<file path="src/guard_cmd_pkg.sv">
`default_nettype none
package guard_cmd_pkg;

	// -------------------------------------------------------------
	// Bus widths of the byte-wide flash port.
	// -------------------------------------------------------------
	localparam int ADDR_W = 24;   // Byte address, lowest line is A-1.
	localparam int DATA_W = 8;

	// -------------------------------------------------------------
	// Command codes and fixed addresses of the protection sequences.
	// -------------------------------------------------------------
	localparam logic [23:0] ENTRY_ADDR_A = 24'h000AAA;
	localparam logic [23:0] ENTRY_ADDR_B = 24'h000555;
	localparam logic [23:0] ZERO_ADDR    = 24'h000000;
	localparam logic [7:0]  UNLOCK_D1    = 8'hAA;
	localparam logic [7:0]  UNLOCK_D2    = 8'h55;
	localparam logic [7:0]  SEL_LOCKREG  = 8'h40;
	localparam logic [7:0]  SEL_PASSWORD = 8'h60;
	localparam logic [7:0]  SEL_PERSIST  = 8'hC0;
	localparam logic [7:0]  SEL_FREEZE   = 8'h50;
	localparam logic [7:0]  SEL_VOLATILE = 8'hE0;
	localparam logic [7:0]  SEL_EXTBLK   = 8'h88;
	localparam logic [7:0]  EXIT_D1      = 8'h90;
	localparam logic [7:0]  EXIT_D2      = 8'h00;
	localparam logic [7:0]  PGM_PREFIX   = 8'hA0;
	localparam logic [7:0]  CLEAR_D1     = 8'h80;
	localparam logic [7:0]  CLEAR_D2     = 8'h30;
	localparam logic [7:0]  PW_UNLOCK_D1 = 8'h25;
	localparam logic [7:0]  PW_UNLOCK_D2 = 8'h03;
	localparam logic [7:0]  PW_UNLOCK_END = 8'h29;

	// -------------------------------------------------------------
	// Sequence lengths in bus cycles.
	// -------------------------------------------------------------
	localparam logic [3:0] LEN_ENTER      = 4'h3;
	localparam logic [3:0] LEN_EXIT       = 4'h2;
	localparam logic [3:0] LEN_EXIT_EXT   = 4'h4;
	localparam logic [3:0] LEN_PGM        = 4'h2;
	localparam logic [3:0] LEN_READ       = 4'h1;
	localparam logic [3:0] LEN_CLEAR      = 4'h2;
	localparam logic [3:0] LEN_UNLOCK     = 4'hB;
	localparam logic [3:0] UNLOCK_PW_FIRST = 4'h2;

	// -------------------------------------------------------------
	// Timing, figures in ns (clock period in ps) and derived counts at 125 MHz.
	// -------------------------------------------------------------
	localparam int CLK_PERIOD_PS   = 8000;
	localparam int T_WE_LOW_NS     = 35;    // Least write pulse width.
	localparam int T_OE_ACCESS_NS  = 70;    // Least output access time.
	localparam int T_UNLOCK_GAP_NS = 1000;  // Least gap between unlocks.
	localparam int WE_LOW_CYC =
		(T_WE_LOW_NS * 1000 + CLK_PERIOD_PS - 1) / CLK_PERIOD_PS;
	localparam int OE_LOW_CYC =
		(T_OE_ACCESS_NS * 1000 + CLK_PERIOD_PS - 1) / CLK_PERIOD_PS;
	localparam int UNLOCK_GAP_CYC =
		(T_UNLOCK_GAP_NS * 1000 + CLK_PERIOD_PS - 1) / CLK_PERIOD_PS;

	// -------------------------------------------------------------
	// Types.
	// -------------------------------------------------------------
	typedef enum logic [2:0] {
		OP_ENTER  = 3'h0,
		OP_EXIT   = 3'h1,
		OP_PGM    = 3'h2,
		OP_READ   = 3'h3,
		OP_CLEAR  = 3'h4,
		OP_UNLOCK = 3'h5
	} op_t;

	typedef enum logic [2:0] {
		SET_NONE     = 3'h0,
		SET_LOCKREG  = 3'h1,
		SET_PASSWORD = 3'h2,
		SET_PERSIST  = 3'h3,
		SET_FREEZE   = 3'h4,
		SET_VOLATILE = 3'h5,
		SET_EXTBLK   = 3'h6
	} set_t;

	typedef struct packed {
		logic              rd;
		logic [ADDR_W-1:0] addr;
		logic [DATA_W-1:0] data;
	} bus_step_t;

endpackage : guard_cmd_pkg
`default_nettype wire
</file>
<file path="src/flash_bus_cycle.sv">
`timescale 1ns/1ps
`default_nettype none
module flash_bus_cycle
	import guard_cmd_pkg::*;
(
	input  wire logic              i_clk,
	input  wire logic              i_rst_n,
	input  wire logic              i_start,
	input  wire bus_step_t         i_step,
	input  wire logic [DATA_W-1:0] i_dq_in,
	output logic                   o_done,
	output logic      [DATA_W-1:0] o_rdata,
	output logic      [ADDR_W-1:0] o_addr,
	output logic      [DATA_W-1:0] o_dq_out,
	output logic                   o_dq_oe,
	output logic                   o_ce_n,
	output logic                   o_oe_n,
	output logic                   o_we_n
);

	// -------------------------------------------------------------
	// One asynchronous bus cycle: setup, strobe, hold.
	// -------------------------------------------------------------
	typedef enum logic [1:0] {
		C_IDLE   = 2'b00,
		C_SETUP  = 2'b01,
		C_STROBE = 2'b10,
		C_HOLD   = 2'b11
	} cyc_t;

	cyc_t       state_r;
	logic       rd_r;
	logic [3:0] cnt_r;

	// The strobe is held for the full access time before the read is
	// sampled, so slow parts simply cost a few more cycles.
	always_ff @(posedge i_clk or negedge i_rst_n) begin
		if (!i_rst_n) begin
			state_r  <= C_IDLE;
			rd_r     <= 1'b0;
			cnt_r    <= 4'h0;
			o_addr   <= '0;
			o_dq_out <= '0;
			o_dq_oe  <= 1'b0;
			o_ce_n   <= 1'b1;
			o_oe_n   <= 1'b1;
			o_we_n   <= 1'b1;
			o_rdata  <= '0;
		end else begin
			unique case (state_r)
				C_IDLE: begin
					if (i_start) begin
						o_addr   <= i_step.addr;
						o_dq_out <= i_step.data;
						o_dq_oe  <= !i_step.rd;
						rd_r     <= i_step.rd;
						o_ce_n   <= 1'b0;
						state_r  <= C_SETUP;
					end
				end
				C_SETUP: begin
					o_we_n  <= rd_r;
					o_oe_n  <= !rd_r;
					cnt_r   <= rd_r ? 4'(OE_LOW_CYC - 1) : 4'(WE_LOW_CYC - 1);
					state_r <= C_STROBE;
				end
				C_STROBE: begin
					if (cnt_r == 4'h0) begin
						o_we_n  <= 1'b1;
						o_oe_n  <= 1'b1;
						state_r <= C_HOLD;
						if (rd_r) begin
							o_rdata <= i_dq_in;
						end
					end else begin
						cnt_r <= cnt_r - 4'h1;
					end
				end
				C_HOLD: begin
					o_ce_n  <= 1'b1;
					o_dq_oe <= 1'b0;
					state_r <= C_IDLE;
				end
			endcase
		end
	end

	// Completion pulse, one cycle, in the hold cycle's wake.
	always_ff @(posedge i_clk or negedge i_rst_n) begin
		if (!i_rst_n) begin
			o_done <= 1'b0;
		end else begin
			o_done <= (state_r == C_HOLD);
		end
	end
endmodule : flash_bus_cycle
`default_nettype wire

</file>
<file path="src/guard_cmd_host.sv">
// Notes on behaviour
// - Entry is AA@AAA, 55@555, selector@AAA.
// - Enter a set before any protection operation.
// - Exit the set before expecting array reads.
// - Lock register: A0 plus data; single read.
// - Password program stores one byte at index.
// - Unlock: 25, 03, eight bytes, 29.
// - Guard or freeze set by A0 then 00.
// - Only data cycles of reads are reads.
// - Unlock commands spaced by at least 1 us.
`timescale 1ns/1ps
`default_nettype none
module guard_cmd_host
	import guard_cmd_pkg::*;
(
	input  wire logic              i_clk,
	input  wire logic              i_rst_n,
	input  wire logic              i_cmd_valid,
	input  wire op_t               i_cmd,
	input  wire logic [ADDR_W-1:0] i_addr,
	input  wire logic [DATA_W-1:0] i_data,
	input  wire logic [63:0]       i_password,
	output logic                   o_cmd_ready,
	output logic                   o_cmd_done,
	output logic                   o_cmd_err,
	output logic      [DATA_W-1:0] o_rd_data,
	output set_t                   o_set,
	output logic                   o_unlock_wait,
	output logic      [ADDR_W-1:0] o_flash_addr,
	output logic      [DATA_W-1:0] o_dq_out,
	output logic                   o_dq_oe,
	input  wire logic [DATA_W-1:0] i_dq_in,
	output logic                   o_ce_n,
	output logic                   o_oe_n,
	output logic                   o_we_n,
	output logic                   o_byte_n
);
	// -------------------------------------------------------------
	// Sequencer state.
	// -------------------------------------------------------------
	typedef enum logic [1:0] {
		S_IDLE  = 2'b00,
		S_ISSUE = 2'b01,
		S_WAIT  = 2'b10
	} seq_t;
	seq_t        state_r;
	op_t         op_r;
	set_t        set_r;
	logic [3:0]  idx_r;
	logic [ADDR_W-1:0] addr_r;
	logic [DATA_W-1:0] data_r;
	logic [63:0] pw_r;
	logic [6:0]  gap_r;
	bus_step_t   step;
	logic [3:0]  n_steps;
	logic        legal, accept, bus_done, start, last;
	logic [DATA_W-1:0] bus_rdata;
	logic [2:0]  pw_sel;
	set_t        sel_set;
	// Byte-wide organisation is the only mode this controller speaks.
	assign o_byte_n      = 1'b0;
	assign o_cmd_ready   = (state_r == S_IDLE);
	assign o_set         = set_r;
	assign o_unlock_wait = (gap_r != 7'h0);
	assign start         = (state_r == S_ISSUE);
	assign accept        = i_cmd_valid && o_cmd_ready && legal;
	assign last          = (idx_r == n_steps - 4'h1);
	assign pw_sel        = 3'(idx_r - UNLOCK_PW_FIRST);
	// Decode the request's selector while idle, the latched one while busy.
	always_comb begin
		unique case (o_cmd_ready ? i_data : data_r)
			SEL_LOCKREG:  sel_set = SET_LOCKREG;
			SEL_PASSWORD: sel_set = SET_PASSWORD;
			SEL_PERSIST:  sel_set = SET_PERSIST;
			SEL_FREEZE:   sel_set = SET_FREEZE;
			SEL_VOLATILE: sel_set = SET_VOLATILE;
			SEL_EXTBLK:   sel_set = SET_EXTBLK;
			default:      sel_set = SET_NONE;
		endcase
	end
	// Refuse what the device would discard silently, rather than send it.
	always_comb begin
		unique case (i_cmd)
			OP_ENTER:  legal = (set_r == SET_NONE) &&
				(sel_set != SET_NONE);
			OP_EXIT:   legal = (set_r != SET_NONE);
			OP_PGM, OP_READ: legal = (set_r != SET_NONE) &&
				(set_r != SET_EXTBLK);
			OP_CLEAR:  legal = (set_r == SET_PERSIST);
			OP_UNLOCK: legal = (set_r == SET_PASSWORD) &&
				(gap_r == 7'h0);
			default:   legal = 1'b0;
		endcase
	end
	// -------------------------------------------------------------
	// Cycle table: address, data and direction of each bus cycle.
	// -------------------------------------------------------------
	always_comb begin
		step    = '0;
		n_steps = LEN_READ;
		unique case (op_r)
			OP_ENTER: begin
				n_steps = LEN_ENTER;
				unique case (idx_r)
					4'h0:    step = '{1'b0, ENTRY_ADDR_A, UNLOCK_D1};
					4'h1:    step = '{1'b0, ENTRY_ADDR_B, UNLOCK_D2};
					default: step = '{1'b0, ENTRY_ADDR_A, data_r};
				endcase
			end
			OP_EXIT: begin
				if (set_r == SET_EXTBLK) begin
					n_steps = LEN_EXIT_EXT;
					unique case (idx_r)
						4'h0:    step = '{1'b0, ENTRY_ADDR_A, UNLOCK_D1};
						4'h1:    step = '{1'b0, ENTRY_ADDR_B, UNLOCK_D2};
						4'h2:    step = '{1'b0, ENTRY_ADDR_A, EXIT_D1};
						default: step = '{1'b0, ZERO_ADDR, EXIT_D2};
					endcase
				end else begin
					n_steps = LEN_EXIT;
					step = '{1'b0, ZERO_ADDR,
						(idx_r == 4'h0) ? EXIT_D1 : EXIT_D2};
				end
			end
			OP_PGM: begin
				n_steps = LEN_PGM;
				if (idx_r == 4'h0) begin
					step = '{1'b0, ZERO_ADDR, PGM_PREFIX};
				end else if (set_r == SET_PASSWORD) begin
					step = '{1'b0, {21'h0, addr_r[2:0]}, data_r};
				end else begin
					step = '{1'b0, addr_r, data_r};
				end
			end
			OP_READ: begin
				n_steps = LEN_READ;
				step = '{1'b1, (set_r == SET_PASSWORD) ?
					{21'h0, addr_r[2:0]} : addr_r, 8'h00};
			end
			OP_CLEAR: begin
				n_steps = LEN_CLEAR;
				step = '{1'b0, ZERO_ADDR,
					(idx_r == 4'h0) ? CLEAR_D1 : CLEAR_D2};
			end
			OP_UNLOCK: begin
				n_steps = LEN_UNLOCK;
				unique case (idx_r)
					4'h0:    step = '{1'b0, ZERO_ADDR, PW_UNLOCK_D1};
					4'h1:    step = '{1'b0, ZERO_ADDR, PW_UNLOCK_D2};
					4'hA:    step = '{1'b0, ZERO_ADDR, PW_UNLOCK_END};
					default: step = '{1'b0, {21'h0, pw_sel},
						pw_r[8*pw_sel +: 8]};
				endcase
			end
			default: step = '0;
		endcase
	end
	// -------------------------------------------------------------
	// Sequencer: latch a request, then issue its cycles in order.
	// -------------------------------------------------------------
	always_ff @(posedge i_clk or negedge i_rst_n) begin
		if (!i_rst_n) begin
			state_r <= S_IDLE;
			op_r    <= OP_ENTER;
			idx_r   <= 4'h0;
			addr_r  <= '0;
			data_r  <= '0;
			pw_r    <= '0;
		end else begin
			unique case (state_r)
				S_IDLE: begin
					if (accept) begin
						op_r    <= i_cmd;
						addr_r  <= i_addr;
						data_r  <= i_data;
						pw_r    <= i_password;
						idx_r   <= 4'h0;
						state_r <= S_ISSUE;
					end
				end
				S_ISSUE: state_r <= S_WAIT;
				S_WAIT: begin
					if (bus_done) begin
						idx_r   <= idx_r + 4'h1;
						state_r <= last ? S_IDLE : S_ISSUE;
					end
				end
				default: state_r <= S_IDLE;
			endcase
		end
	end
	// Active command set follows entry and exit completions only.
	always_ff @(posedge i_clk or negedge i_rst_n) begin
		if (!i_rst_n) begin
			set_r <= SET_NONE;
		end else if (state_r == S_WAIT && bus_done && last) begin
			if (op_r == OP_ENTER) begin
				set_r <= sel_set;
			end else if (op_r == OP_EXIT) begin
				set_r <= SET_NONE;
			end
		end
	end
	// Answer pulses and captured read data.
	always_ff @(posedge i_clk or negedge i_rst_n) begin
		if (!i_rst_n) begin
			o_cmd_done <= 1'b0;
			o_cmd_err  <= 1'b0;
			o_rd_data  <= '0;
		end else begin
			o_cmd_done <= (state_r == S_WAIT) && bus_done && last;
			o_cmd_err  <= i_cmd_valid && o_cmd_ready && !legal;
			if (state_r == S_WAIT && bus_done && step.rd) begin
				o_rd_data <= bus_rdata;
			end
		end
	end
	// Gap timed from the final unlock write; the device drops early ones.
	always_ff @(posedge i_clk or negedge i_rst_n) begin
		if (!i_rst_n) begin
			gap_r <= 7'h0;
		end else if (state_r == S_WAIT && bus_done && last &&
			op_r == OP_UNLOCK) begin
			gap_r <= 7'(UNLOCK_GAP_CYC);
		end else if (gap_r != 7'h0) begin
			gap_r <= gap_r - 7'h1;
		end
	end
	flash_bus_cycle u_cycle (
		.i_clk (i_clk), .i_rst_n (i_rst_n), .i_start (start),
		.i_step (step), .i_dq_in (i_dq_in), .o_done (bus_done),
		.o_rdata (bus_rdata), .o_addr (o_flash_addr),
		.o_dq_out (o_dq_out), .o_dq_oe (o_dq_oe), .o_ce_n (o_ce_n),
		.o_oe_n (o_oe_n), .o_we_n (o_we_n)
	);

	logic [3:0] starts_r;
	always_ff @(posedge i_clk or negedge i_rst_n) begin
		if (!i_rst_n) begin
			starts_r <= 4'h0;
		end else if (accept) begin
			starts_r <= 4'h0;
		end else if (start) begin
			starts_r <= starts_r + 4'h1;
		end
	end
endmodule : guard_cmd_host
`default_nettype wire

</file>
<file path="config.mk">
export PLATFORM = sky130hd
export DESIGN_NAME = guard_cmd_host
export DESIGN_NICKNAME = d
export VERILOG_FILES = /design/src/guard_cmd_pkg.sv /design/src/flash_bus_cycle.sv /design/src/guard_cmd_host.sv
export SDC_FILE = /design/constraint.sdc
export NUM_CORES = 1
export LEC_CHECK = 0
export CAP_MARGIN = 0
export CELL_PAD_IN_SITES_DETAIL_PLACEMENT = 1
export CELL_PAD_IN_SITES_GLOBAL_PLACEMENT = 1
export CORE_MARGIN = 2
export CORE_UTILIZATION = 46
export CTS_CLUSTER_SIZE = 12
export DETAILED_ROUTE_END_ITERATION = 10
export DONT_BUFFER_PORTS = 1
export PLACE_DENSITY_LB_ADDON = 0.1
export SLEW_MARGIN = 20
export SYNTH_ARGS = -nofsm -noshare
export SYNTH_HDL_FRONTEND = slang
export SYNTH_HIERARCHICAL = 1
export SYNTH_SLANG_ARGS = --single-unit
</file>
<file path="constraint.sdc">
create_clock -name i_clk -period 2.74 [get_ports i_clk]
set_input_delay 0.548 -clock i_clk [delete_from_list [all_inputs] [get_ports i_clk]]
set_output_delay 0.548 -clock i_clk [all_outputs]
set_load 0.03 [all_outputs]
</file>
### Word level (Yosys, flattened, before mapping)

Index checks and enable logic that the tools add are counted.

| storage, ports and cells | value |
|---|---|
| flip-flop bits (word level) | 177 |
| bits in latches | 0 |
| RAM bits | 0 |
| memory bits (read-only) | 0 |
| input bits | 110 |
| output and inout port bits | 52 |
| memories kept | 0 |

| cells by class | value |
|---|---|
| add/sub/neg operators | 5 |
| $mul | 0 |
| divide/modulo/power cells | 0 |
| magnitude comparators | 0 |
| equality and inequality tests | 34 |
| shift operators | 1 |
| mux-type cells | 39 |
| bitwise logic cells | 0 |
| reduce and logical (&&, ||, !) cells | 41 |

Operators with widths:

| kind | count |
|---|---|
| one-hot mux 33 bit (6 select lines) | 1 |
| two-way mux 32 bit | 2 |
| variable part select 64 x 7 -> 8 bit | 1 |
| one-hot mux 20 bit (3 select lines) | 1 |
| one-hot mux 20 bit (2 select lines) | 1 |
| two-way mux 33 bit | 1 |
| one-hot mux 11 bit (3 select lines) | 1 |
| equality test 8 x 7 -> 1 bit, second input constant | 3 |
| equality test 8 bit, second input constant | 3 |
| two-way mux 24 bit | 1 |
| two-way mux 8 bit | 3 |
| equality test 3 x 2 -> 1 bit, second input constant | 6 |
| one-hot mux 3 bit (6 select lines) | 1 |
| two-way mux 4 bit | 4 |
| one-hot mux 4 bit (2 select lines) | 2 |
| one-hot mux 4 bit (4 select lines) | 1 |
| AND reduction 2 bit | 8 |
| equality test 3 bit, second input constant | 5 |
| two-way mux 7 bit | 2 |
| logical AND 1 bit | 10 |
| nonzero test 2 bit | 5 |
| zero test 3 bit | 3 |
| two-way mux 3 bit | 3 |
| zero test 4 bit | 2 |
| other kinds (27) | 50 |

### Depth between registers and ports, before layout

Gate-level depths: netlist (run 1).

| depth | value |
|---|---|
| word-level depth | 10 |
| mapped depth | 11 |
| depth with buffers taken out | 10 |

### By module

Netlist (run 1), hierarchy kept.

Modules (own cells, without submodules):

| module | times used | cells each | area each (µm²) | seq. area each (µm²) |
|---|---|---|---|---|
| guard_cmd_host | 1 | 514 | 6362.4 | 3128.0 |
| flash_bus_cycle | 1 | 144 | 2147.1 | 1305.0 |

### Worst setup path before layout (run 1)

Ideal clock, no wire load.

| timing | value |
|---|---|
| path type | reg-to-reg |
| from | register idx_r[1] |
| to | register u_cycle.o_dq_out[2] |
| library setup time | 0.125 ns |
| data arrival time | 2.536 ns |
| data required time | 2.615 ns |
| setup slack | 0.079 ns |
| cell stages (with the launch flop) | 10 |
| path buffers | 3 |
| cells stage by stage | dfrtp_1 -> clkbuf_1 -> clkbuf_1 -> inv_1 -> ha_1 -> nand2_1 -> clkbuf_1 -> o21ai_0 -> a221o_1 -> mux2_2 |

RTL lines:

| what | line | source |
|---|---|---|
| start, declared | guard_cmd_host.sv:49 | `logic [3:0] idx_r;` |
| start signal, assigned | guard_cmd_host.sv:184 | `idx_r <= idx_r + 4'h1;` |
| end signal, assigned | flash_bus_cycle.sv:54 | `o_dq_out <= i_step.data;` |
| end, declared | flash_bus_cycle.sv:14 | `output logic [DATA_W-1:0] o_dq_out,` |

### Worst setup path in the final report (run 1)

| timing | value |
|---|---|
| from | register gap_r[1] |
| to | register pw_r[6] |

| between the ends | value |
|---|---|
| word-level cells in the longest chain between the ends | 5 |

Ends and longest elaborated chain:

| what | line | source |
|---|---|---|
| start, declared | guard_cmd_host.sv:53 | `logic [6:0] gap_r;` |
| start signal, assigned | guard_cmd_host.sv:224 | `gap_r <= 7'(UNLOCK_GAP_CYC);` |
| start signal, assigned | guard_cmd_host.sv:226 | `gap_r <= gap_r - 7'h1;` |
| zero test 7 bit | guard_cmd_host.sv:91 | `(gap_r == 7'h0);` |
| logical AND 1 bit | guard_cmd_host.sv:90 | `OP_UNLOCK: legal = (set_r == SET_PASSWORD) &&` |
| one-hot mux 1 bit (5 select lines) | guard_cmd_host.sv:83 | `unique case (i_cmd)` |
| logical AND 1 bit | guard_cmd_host.sv:66 | `assign accept = i_cmd_valid && o_cmd_ready && legal;` |
| AND reduction 2 bit (no line) | -- |  |
| end signal, assigned | guard_cmd_host.sv:176 | `pw_r <= i_password;` |
| end, declared | guard_cmd_host.sv:52 | `logic [63:0] pw_r;` |

Every way passes these cells.
A chain may end at the register's enable or synchronous reset.

==> results.yml, run 1 <==
run_status:
  outcome: "finished, violations left"
  violations: "DRC, hold timing"
worst_setup_path:
  r2r-end: "pw_r[6]"
  rr_startpoint: "gap_r[1]"
  worst-path-max-fanout: 8
  regToRegSetupSlack_ns: 0.05
  arrival_ns: 3.00
  reg2reg_depth: 11
  critPathKind: "reg -> reg"
  endpoint_kind: "register"
  critical_path_required_ns: 3.05
  cp-start-kind: "register"
timing:
  finalHoldViolCount: 177
  timing.setup.tns_ns: 0
  fin_crit_ns: 2.69
  tightest_slew_ns: 0.619
  max_freq_ghz: 0.372
  finalSetupViolCount: 0
  grt_setup_unrepaired: "true"
  maxSlewViolCount: 0
  period_share_pct: 98.1
  clock_skew_ns: 0.0113
  hold_slack_ns: -0.187
  slew_headroom_pct: 58.4
logic_synthesis:
  synth-simple-area-share_pct: 8.44
  async_flop_share_pct: 100
  synth.top_cell.area_share_pct: 51.2
  syn_area_um2: 8510
  synth.area.mux_share_pct: 25.9
  synth-edff-count: 0
  synthesis.nets: 781
  synth_compound_area_share_pct: 7.44
  seq_area_frac_synth_pct: 52.1
  yosysTopAreaCell: "dfrtp_1"
  synth_flop_cell: "dfrtp_1"
  yosysUniqueCellTypes: 68
  syn_avg_cell_area_um2: 12.9
  synth_top_family_by_area: "multiplexers"
  syn_inst: 658
  yosys_warnings: 6
  synth.ff_latch_count: 177
  synthTopCellsByArea: "dfrtp_1 51%, mux2_1 13%, mux2_2 7.3%"
  synth_adder_area_share_pct: 1.91
  synthXorXnorAreaFrac_pct: 0.926
route:
  drt_first_iter_violations: 306
  detail_route.wl_per_cell_um: 22.7
  num_vias: 5422
  drc_errors: 6
  first_pass_iters: 9
  ant_nets: 0
  drt-total-wl_um: 21300
  via_per_inst: 5.77
power_and_ir_drop:
  power_density_nw_per_um2: 1030
  power_leakage_uw: 0.00448
  total_power_uw: 10100
  vdd_ir_drop_max_mv: 0.567
cells_and_area:
  final_cell_area_um2: 9830
  nNetsFinal: 814
  stdcell_count: 940
  utilization_pct: 54.4
  drive_above_1_share_pct: 24.4
  area_delta_synth_final_pct: 15.5
clock_network:
  cts-root-buf: "clkbuf_16"
  clock-sinks: 177
  clock_latency_ns: 0.43
  cts_tree: "yes"
  path_clk_slew_ns: 0.07
  htreeDepth: 4
  clock_path_buffers: 2
  cts_made_buffers: 17
floorplan:
  coreArea_um2: 18100
  die_area_um2: 19600
  die_w_um: 140
  ios: 162
  rows: 49
  die_h_um: 140
  start_util_pct: 47.0
global_routing:
  antenna_found_initial: 9
  grt_usage_pct: 21.9
  grt_pass1_wl_um: 33500
  grt-ovfl-total: 0
  grt_pass1_vias: 5981
  grt_max_degree: 178
run:
  cap_violations: 0
placement:
  postPlaceCellArea_um2: 8990
  place_congestion: 0.815
  hpwlAfterDp_um: 14800
  place_inst: 891
  io_buffers: 0
hold_path:
  min_path_type: "in -> async"
## synth_stat cells, types with 4 or more instances
master and count:
nand3_1 7, ha_1 13, dfrtp_1 174, mux2_2 55, buf_6 7, o21ai_0 13
nor2_1 25, mux2i_1 11, nand3b_1 4, nand2b_1 9, o211ai_1 4, buf_2 10
mux2_1 99, xnor2_1 6, a21o_1 9, clkbuf_1 14, nor3_1 14, a21oi_1 22
o22ai_1 6, a31oi_1 4, o221ai_1 5, mux4_2 16, and2_1 13, inv_1 20
nand2_1 32
## cell type report
class	count	area, um^2
Sequential cell	177	4430
Clock buffer	20	457
Timing Repair Buffer	48	548
Inverter	21	78.8
Antenna cell	7	17.5
Tap cell	229	287
Multi-Input combinational cell	426	3840
Fill cell	1795	8260
Clock inverter	12	165
## critical path: stages (launching register included)
cell,delay (ns)
dfrtp_1,0.39
inv_1,0.06
ha_2,0.17
or3b_4,0.40
nor4_4,0.17
and4bb_1,0.24
o22ai_2,0.11
o22ai_4,0.21
buf_12,0.15
clkbuf_16,0.16
clkbuf_16,0.16
mux2_1,0.33
## sequential cells by signal, indices dropped and copies added (netlist names), 2 cells and up
register,count
o_set,3
addr_r,24
state_r,2
pw_r,64
op_r,3
idx_r,4
u_cycle/cnt_r,4
u_cycle/o_rdata,8
u_cycle/state_r,2
o_rd_data,8
u_cycle/o_dq_out,8
gap_r,7
u_cycle/o_addr,24
data_r,8
## worst max path at each step
stage                                     end     start  slack [ns]  cells after the start
after floorplan           u_cycle/o_dq_out[2]  idx_r[1]        0.08                      9
after global placement              addr_r[8]  gap_r[0]        0.11                     10
after detailed placement             pw_r[31]  gap_r[0]        0.05                     10
after CTS                            pw_r[31]  gap_r[0]        0.03                     10
after global routing                  op_r[1]  gap_r[1]       -0.03                     11
final                                 pw_r[6]  gap_r[1]        0.05                     11
## per-layer routing
| metal | track usage (%) | vias up | share of wire (%) |
|---|---|---|---|
| met5 | 0 | - | 0.14 |
| met4 | 5.85 | 4 | 1.4 |
| met3 | 6.46 | 22 | 5.5 |
| met2 | 37.6 | 134 | 51 |
| met1 | 27.2 | 2795 | 42 |
| li1 | - | 2467 | - |
## through the flow
step           setup WS (ns)  hold slack [ns]
2_1_floorplan         0.0794            0.252
3_3_place_gp           0.114            0.259
3_5_place_dp          0.0470            0.259
4_1_cts               0.0265           -0.204
5_1_grt              -0.0349           -0.211
6_report              0.0522           -0.187
## layout by cell type (no fill, tap or decap), types with 13 or more instances in the layout
| master | n |
|---|---|
| mux4_2 | 16 |
| a21oi_1 | 22 |
| nor3_1 | 14 |
| and2_1 | 13 |
| buf_4 | 35 |
| inv_1 | 19 |
| dfrtp_1 | 174 |
| clkbuf_16 | 22 |
| o21ai_0 | 13 |
| mux2_2 | 55 |
| nor2_1 | 25 |
| nand2_1 | 31 |
| mux2_1 | 96 |
## kinds of logic after synthesis
family,count (synthesis)
other,1
and+or+nand+nor,130
xor gates and xnor gates,9
AOI/OAI and AO/OA,92
adders and majority gates,13
muxes,181
DFF,177
buffers and inverters,55
## report_power, final
part           internal [uW]  switching (uW)  total (uW)
combinational           1700            1710        3400
clock                   1430            1110        2540
sequential              3380             804        4180
total                   6500            3620       10100
## repair_timing
action,in CTS,in global routing
endpoints found under the setup margin,0,88
gates resized for setup,0,8
buffers inserted,0,5
endpoints found under the hold margin,177,177
Power figures use the tool's default switching activity.
==> run 2, diff against run 1 <==
- SYNTH_HIERARCHICAL: 1 -> not set
==> run 2 against run 1 <==
- the run ends with hold timing left
- routed wire length up 0.49%
- synthesized cell count up 0.46%
- cell area down 2.8%
- die area up 0.84%
- critical path depth down 1
- synthesized area up 0.87%
- clock power about the same
- global-route usage up 0.47 points
- final cell count down 2.2%
- via count down 0.96%
- largest cell class unchanged
- highest routed layer is now met4
- maximum frequency up 3.0%
- first-iteration DRC count down 33%
- largest power group unchanged
==> results.yml, run 2 <==
timing:
  finalSetupViolCount: 0
  finalHoldViolCount: 175
  tightest_slew_ns: 0.522
  hold_slack_ns: -0.196
  fin_crit_ns: 2.61
  setup_ws_ns: 0.131
  maxSlewViolCount: 0
  max_freq_ghz: 0.383
  timing.setup.tns_ns: 0
  period_share_pct: 95.2
  clock_skew_ns: 0.0122
  slew_headroom_pct: 65.2
floorplan:
  rows: 49
  start_util_pct: 47.3
  ios: 162
  die_area_um2: 19800
  die_h_um: 141
  coreArea_um2: 18100
  die_w_um: 141
clock_network:
  path_clk_slew_ns: 0.07
  cts_made_buffers: 17
  clock-sinks: 177
  htreeDepth: 4
  cts_tree: "yes"
  clock_path_buffers: 2
  cts-root-buf: "clkbuf_16"
  clock_latency_ns: 0.44
route:
  ant_nets: 0
  drt-total-wl_um: 21400
  num_vias: 5370
  first_pass_iters: 4
  drt_first_iter_violations: 204
  detail_route.wl_per_cell_um: 23.3
  via_per_inst: 5.84
  drc_errors: 0
cells_and_area:
  final_common_cell: "dfrtp_1"
  layout_common_cells: "173 x dfrtp_1, 65 x mux2_2, 56 x mux2_4, 41 x nand2_1, 35 x o21ai_0"
  largest_register: "pw_r"
  largest_reg_flops: 64
  multi_input_comb_area_um2: 3840
  final_cell_area_um2: 9560
  reg_top3: "pw_r: 64 flops, addr_r: 24 flops, u_cycle.o_addr: 24 flops"
  seq_area_um2: 4430
  nNetsFinal: 799
  fill_cells: 1810
  drive_above_1_share_pct: 31.5
  area_delta_synth_final_pct: 11.4
global_routing:
  grt-ovfl-total: 0
  grt_max_degree: 178
  grt_pass1_wl_um: 34300
  antenna_found_initial: 1
  grt_pass1_vias: 5937
  grt_usage_pct: 22.4
logic_synthesis:
  synth.top_cell.area_share_pct: 50.7
  async_flop_share_pct: 100
  yosysMostFrequentCell: "dfrtp_1"
  syn_avg_cell_area_um2: 13.0
  yosys_warnings: 0
  seq_area_frac_synth_pct: 51.6
  yosysTopAreaCell: "dfrtp_1"
  synth_flop_cell: "dfrtp_1"
  synth.ff_latch_count: 177
  ys_top_cells_by_count: "174 x dfrtp_1, 65 x mux2_2, 56 x mux2_4, 41 x nand2_1, 35 x o21ai_0"
  yosysUniqueCellTypes: 63
  synthTopCellsByArea: "dfrtp_1 51%, mux2_4 9.8%, mux2_2 8.5%"
  syn_area_um2: 8580
  synth-edff-count: 0
  synthesis.nets: 784
  syn_inst: 661
worst_setup_path:
  endpoint_kind: "register"
  cp-start-kind: "register"
  max_stage_delay_ns: 0.38
  r2r-end: "pw_r[8]"
  regToRegSetupSlack_ns: 0.13
  worst-path-max-fanout: 24
  critPathKind: "reg -> reg"
  reg2reg_depth: 10
  crit_slowest_cell: "dfrtp_1"
  critPathTopFamily: "multiplexers"
  arrival_ns: 2.92
  critical_path_required_ns: 3.05
  cp_common_cell: "buf_12"
  cp_num_buf_inv: 3
  rr_startpoint: "gap_r[0]"
  crit_chain: "inv_1 > ha_1 > nand2b_1 > nor4_4 > a21oi_1 > mux2_4 > a21oi_4 > buf_12 > buf_12 > mux2_2"
power_and_ir_drop:
  power_leakage_uw: 0.00442
  seqPwrFrac_pct: 43.2
  switching_power_uw: 3390
  p_clk_share_pct: 27.3
  power_density_nw_per_um2: 979
  comb_power_share_pct: 29.5
  switching_share_pct: 36.2
  vdd_ir_drop_max_mv: 0.467
  power.internal_uw: 5960
placement:
  postPlaceCellArea_um2: 8910
  place_congestion: 0.899
  io_buffers: 0
  hpwlAfterDp_um: 15600
  post-place-ws_ns: 0.0375
run_status:
  outcome: "finished, violations left"
  violations: "hold timing"
run:
  cap_violations: 0
hold_path:
  min_path_type: "in -> async"
-- run 2: cell count changes after synthesis, moves of 6 or more --
cell	change
mux2_1	-99
buf_2	-9
and2_1	-6
a21o_1	-7
a22o_1	+15
nand2_1	+9
o21ai_0	+22
a21oi_1	+9
clkbuf_1	+7
mux2_2	+10
mux2_4	+56
buf_6	-6
-- run 2: through the flow --
stage / total power (uW) / utilization (%) / hold WS, ns / std cells
6_report: 9350 / 52.7 / -0.196 / 919
5_1_grt: 9910 / 52.7 / -0.216 / 918
4_1_cts: 9420 / 52.5 / -0.210 / 918
3_5_place_dp: 6840 / 49.1 / 0.259 / 886
3_3_place_gp: 6680 / 49.1 / 0.257 / 886
2_1_floorplan: 6000 / - / 0.252 / 661
-- run 2: repair_timing --
action                     CTS  global route
hold endpoints to repair   177           177
gates resized for setup      0             6
setup endpoints to repair    0            81
setup buffers                0             0
-- run 2: cell type report --
| type | count | area share (%) |
|---|---|---|
| diodes | 1 | 0.0262 |
| clock buffers | 17 | 4.45 |
| clock inverters | 15 | 2.04 |
| inverters | 17 | 0.720 |
| multi-input cells | 430 | 40.1 |
| flip-flops and latches | 177 | 46.4 |
| well taps | 229 | 3.00 |
| repair buffers | 33 | 3.25 |
-- run 2: cells by family (layout without fill, tap and decap cells) --
| kind of cell | Yosys count | in the layout | synth area share, % |
|---|---|---|---|
| flip-flops | 177 | 177 | 51.6 |
| multiplexers | 146 | 146 | 23.6 |
| AND/OR/NAND/NOR | 136 | 136 | 8.37 |
| AO/OA/AOI/OAI | 121 | 121 | 9.20 |
| buffers and inverters | 54 | 82 | 3.95 |
| adder cells (fa/ha/maj) | 13 | 13 | 1.90 |
| XOR/XNOR | 13 | 13 | 1.33 |
| other | 1 | 2 | 0.0437 |
-- run 2: power by group through the flow --
stage | Clock (uW) | Sequential (uW) | Combinational [uW]
after floorplan | 0 | 3860 | 2140
after global placement | 0 | 4040 | 2640
after detailed placement | 0 | 4090 | 2750
after CTS | 2610 | 4050 | 2770
after global routing | 2720 | 4140 | 3050
final | 2550 | 4040 | 2760
-- run 2: worst max path at each step --
stage                    start                   to  slack (ns)  cells past startpoint
floorplan             idx_r[1]  u_cycle.o_dq_out[7]        0.08                     10
global placement       op_r[0]             o_set[0]        0.13                      9
detailed placement  state_r[0]             pw_r[14]        0.04                      9
CTS                 state_r[0]              pw_r[8]        0.01                      9
global route           op_r[0]             o_set[0]       -0.01                     10
finish                gap_r[0]              pw_r[8]        0.13                     10
-- run 2: worst reg2reg max path: cells and delay by family, from the launching register on --
family / cells / cell delay, ns
AOI/OAI and AO/OA: 2 / 0.33
adders and majority gates: 1 / 0.16
buffers and inverters: 3 / 0.54
DFF: 1 / 0.38
muxes: 2 / 0.65
and+or+nand+nor: 2 / 0.43
-- run 2: metal layers --
metal,global-route usage [%],vias to the layer above,wire [um]
met1,29.2,2773,9180
met2,36.5,142,10500
met4,6.05,0,340
li1,-,2429,-
met5,0,-,0
met3,6.96,26,1430
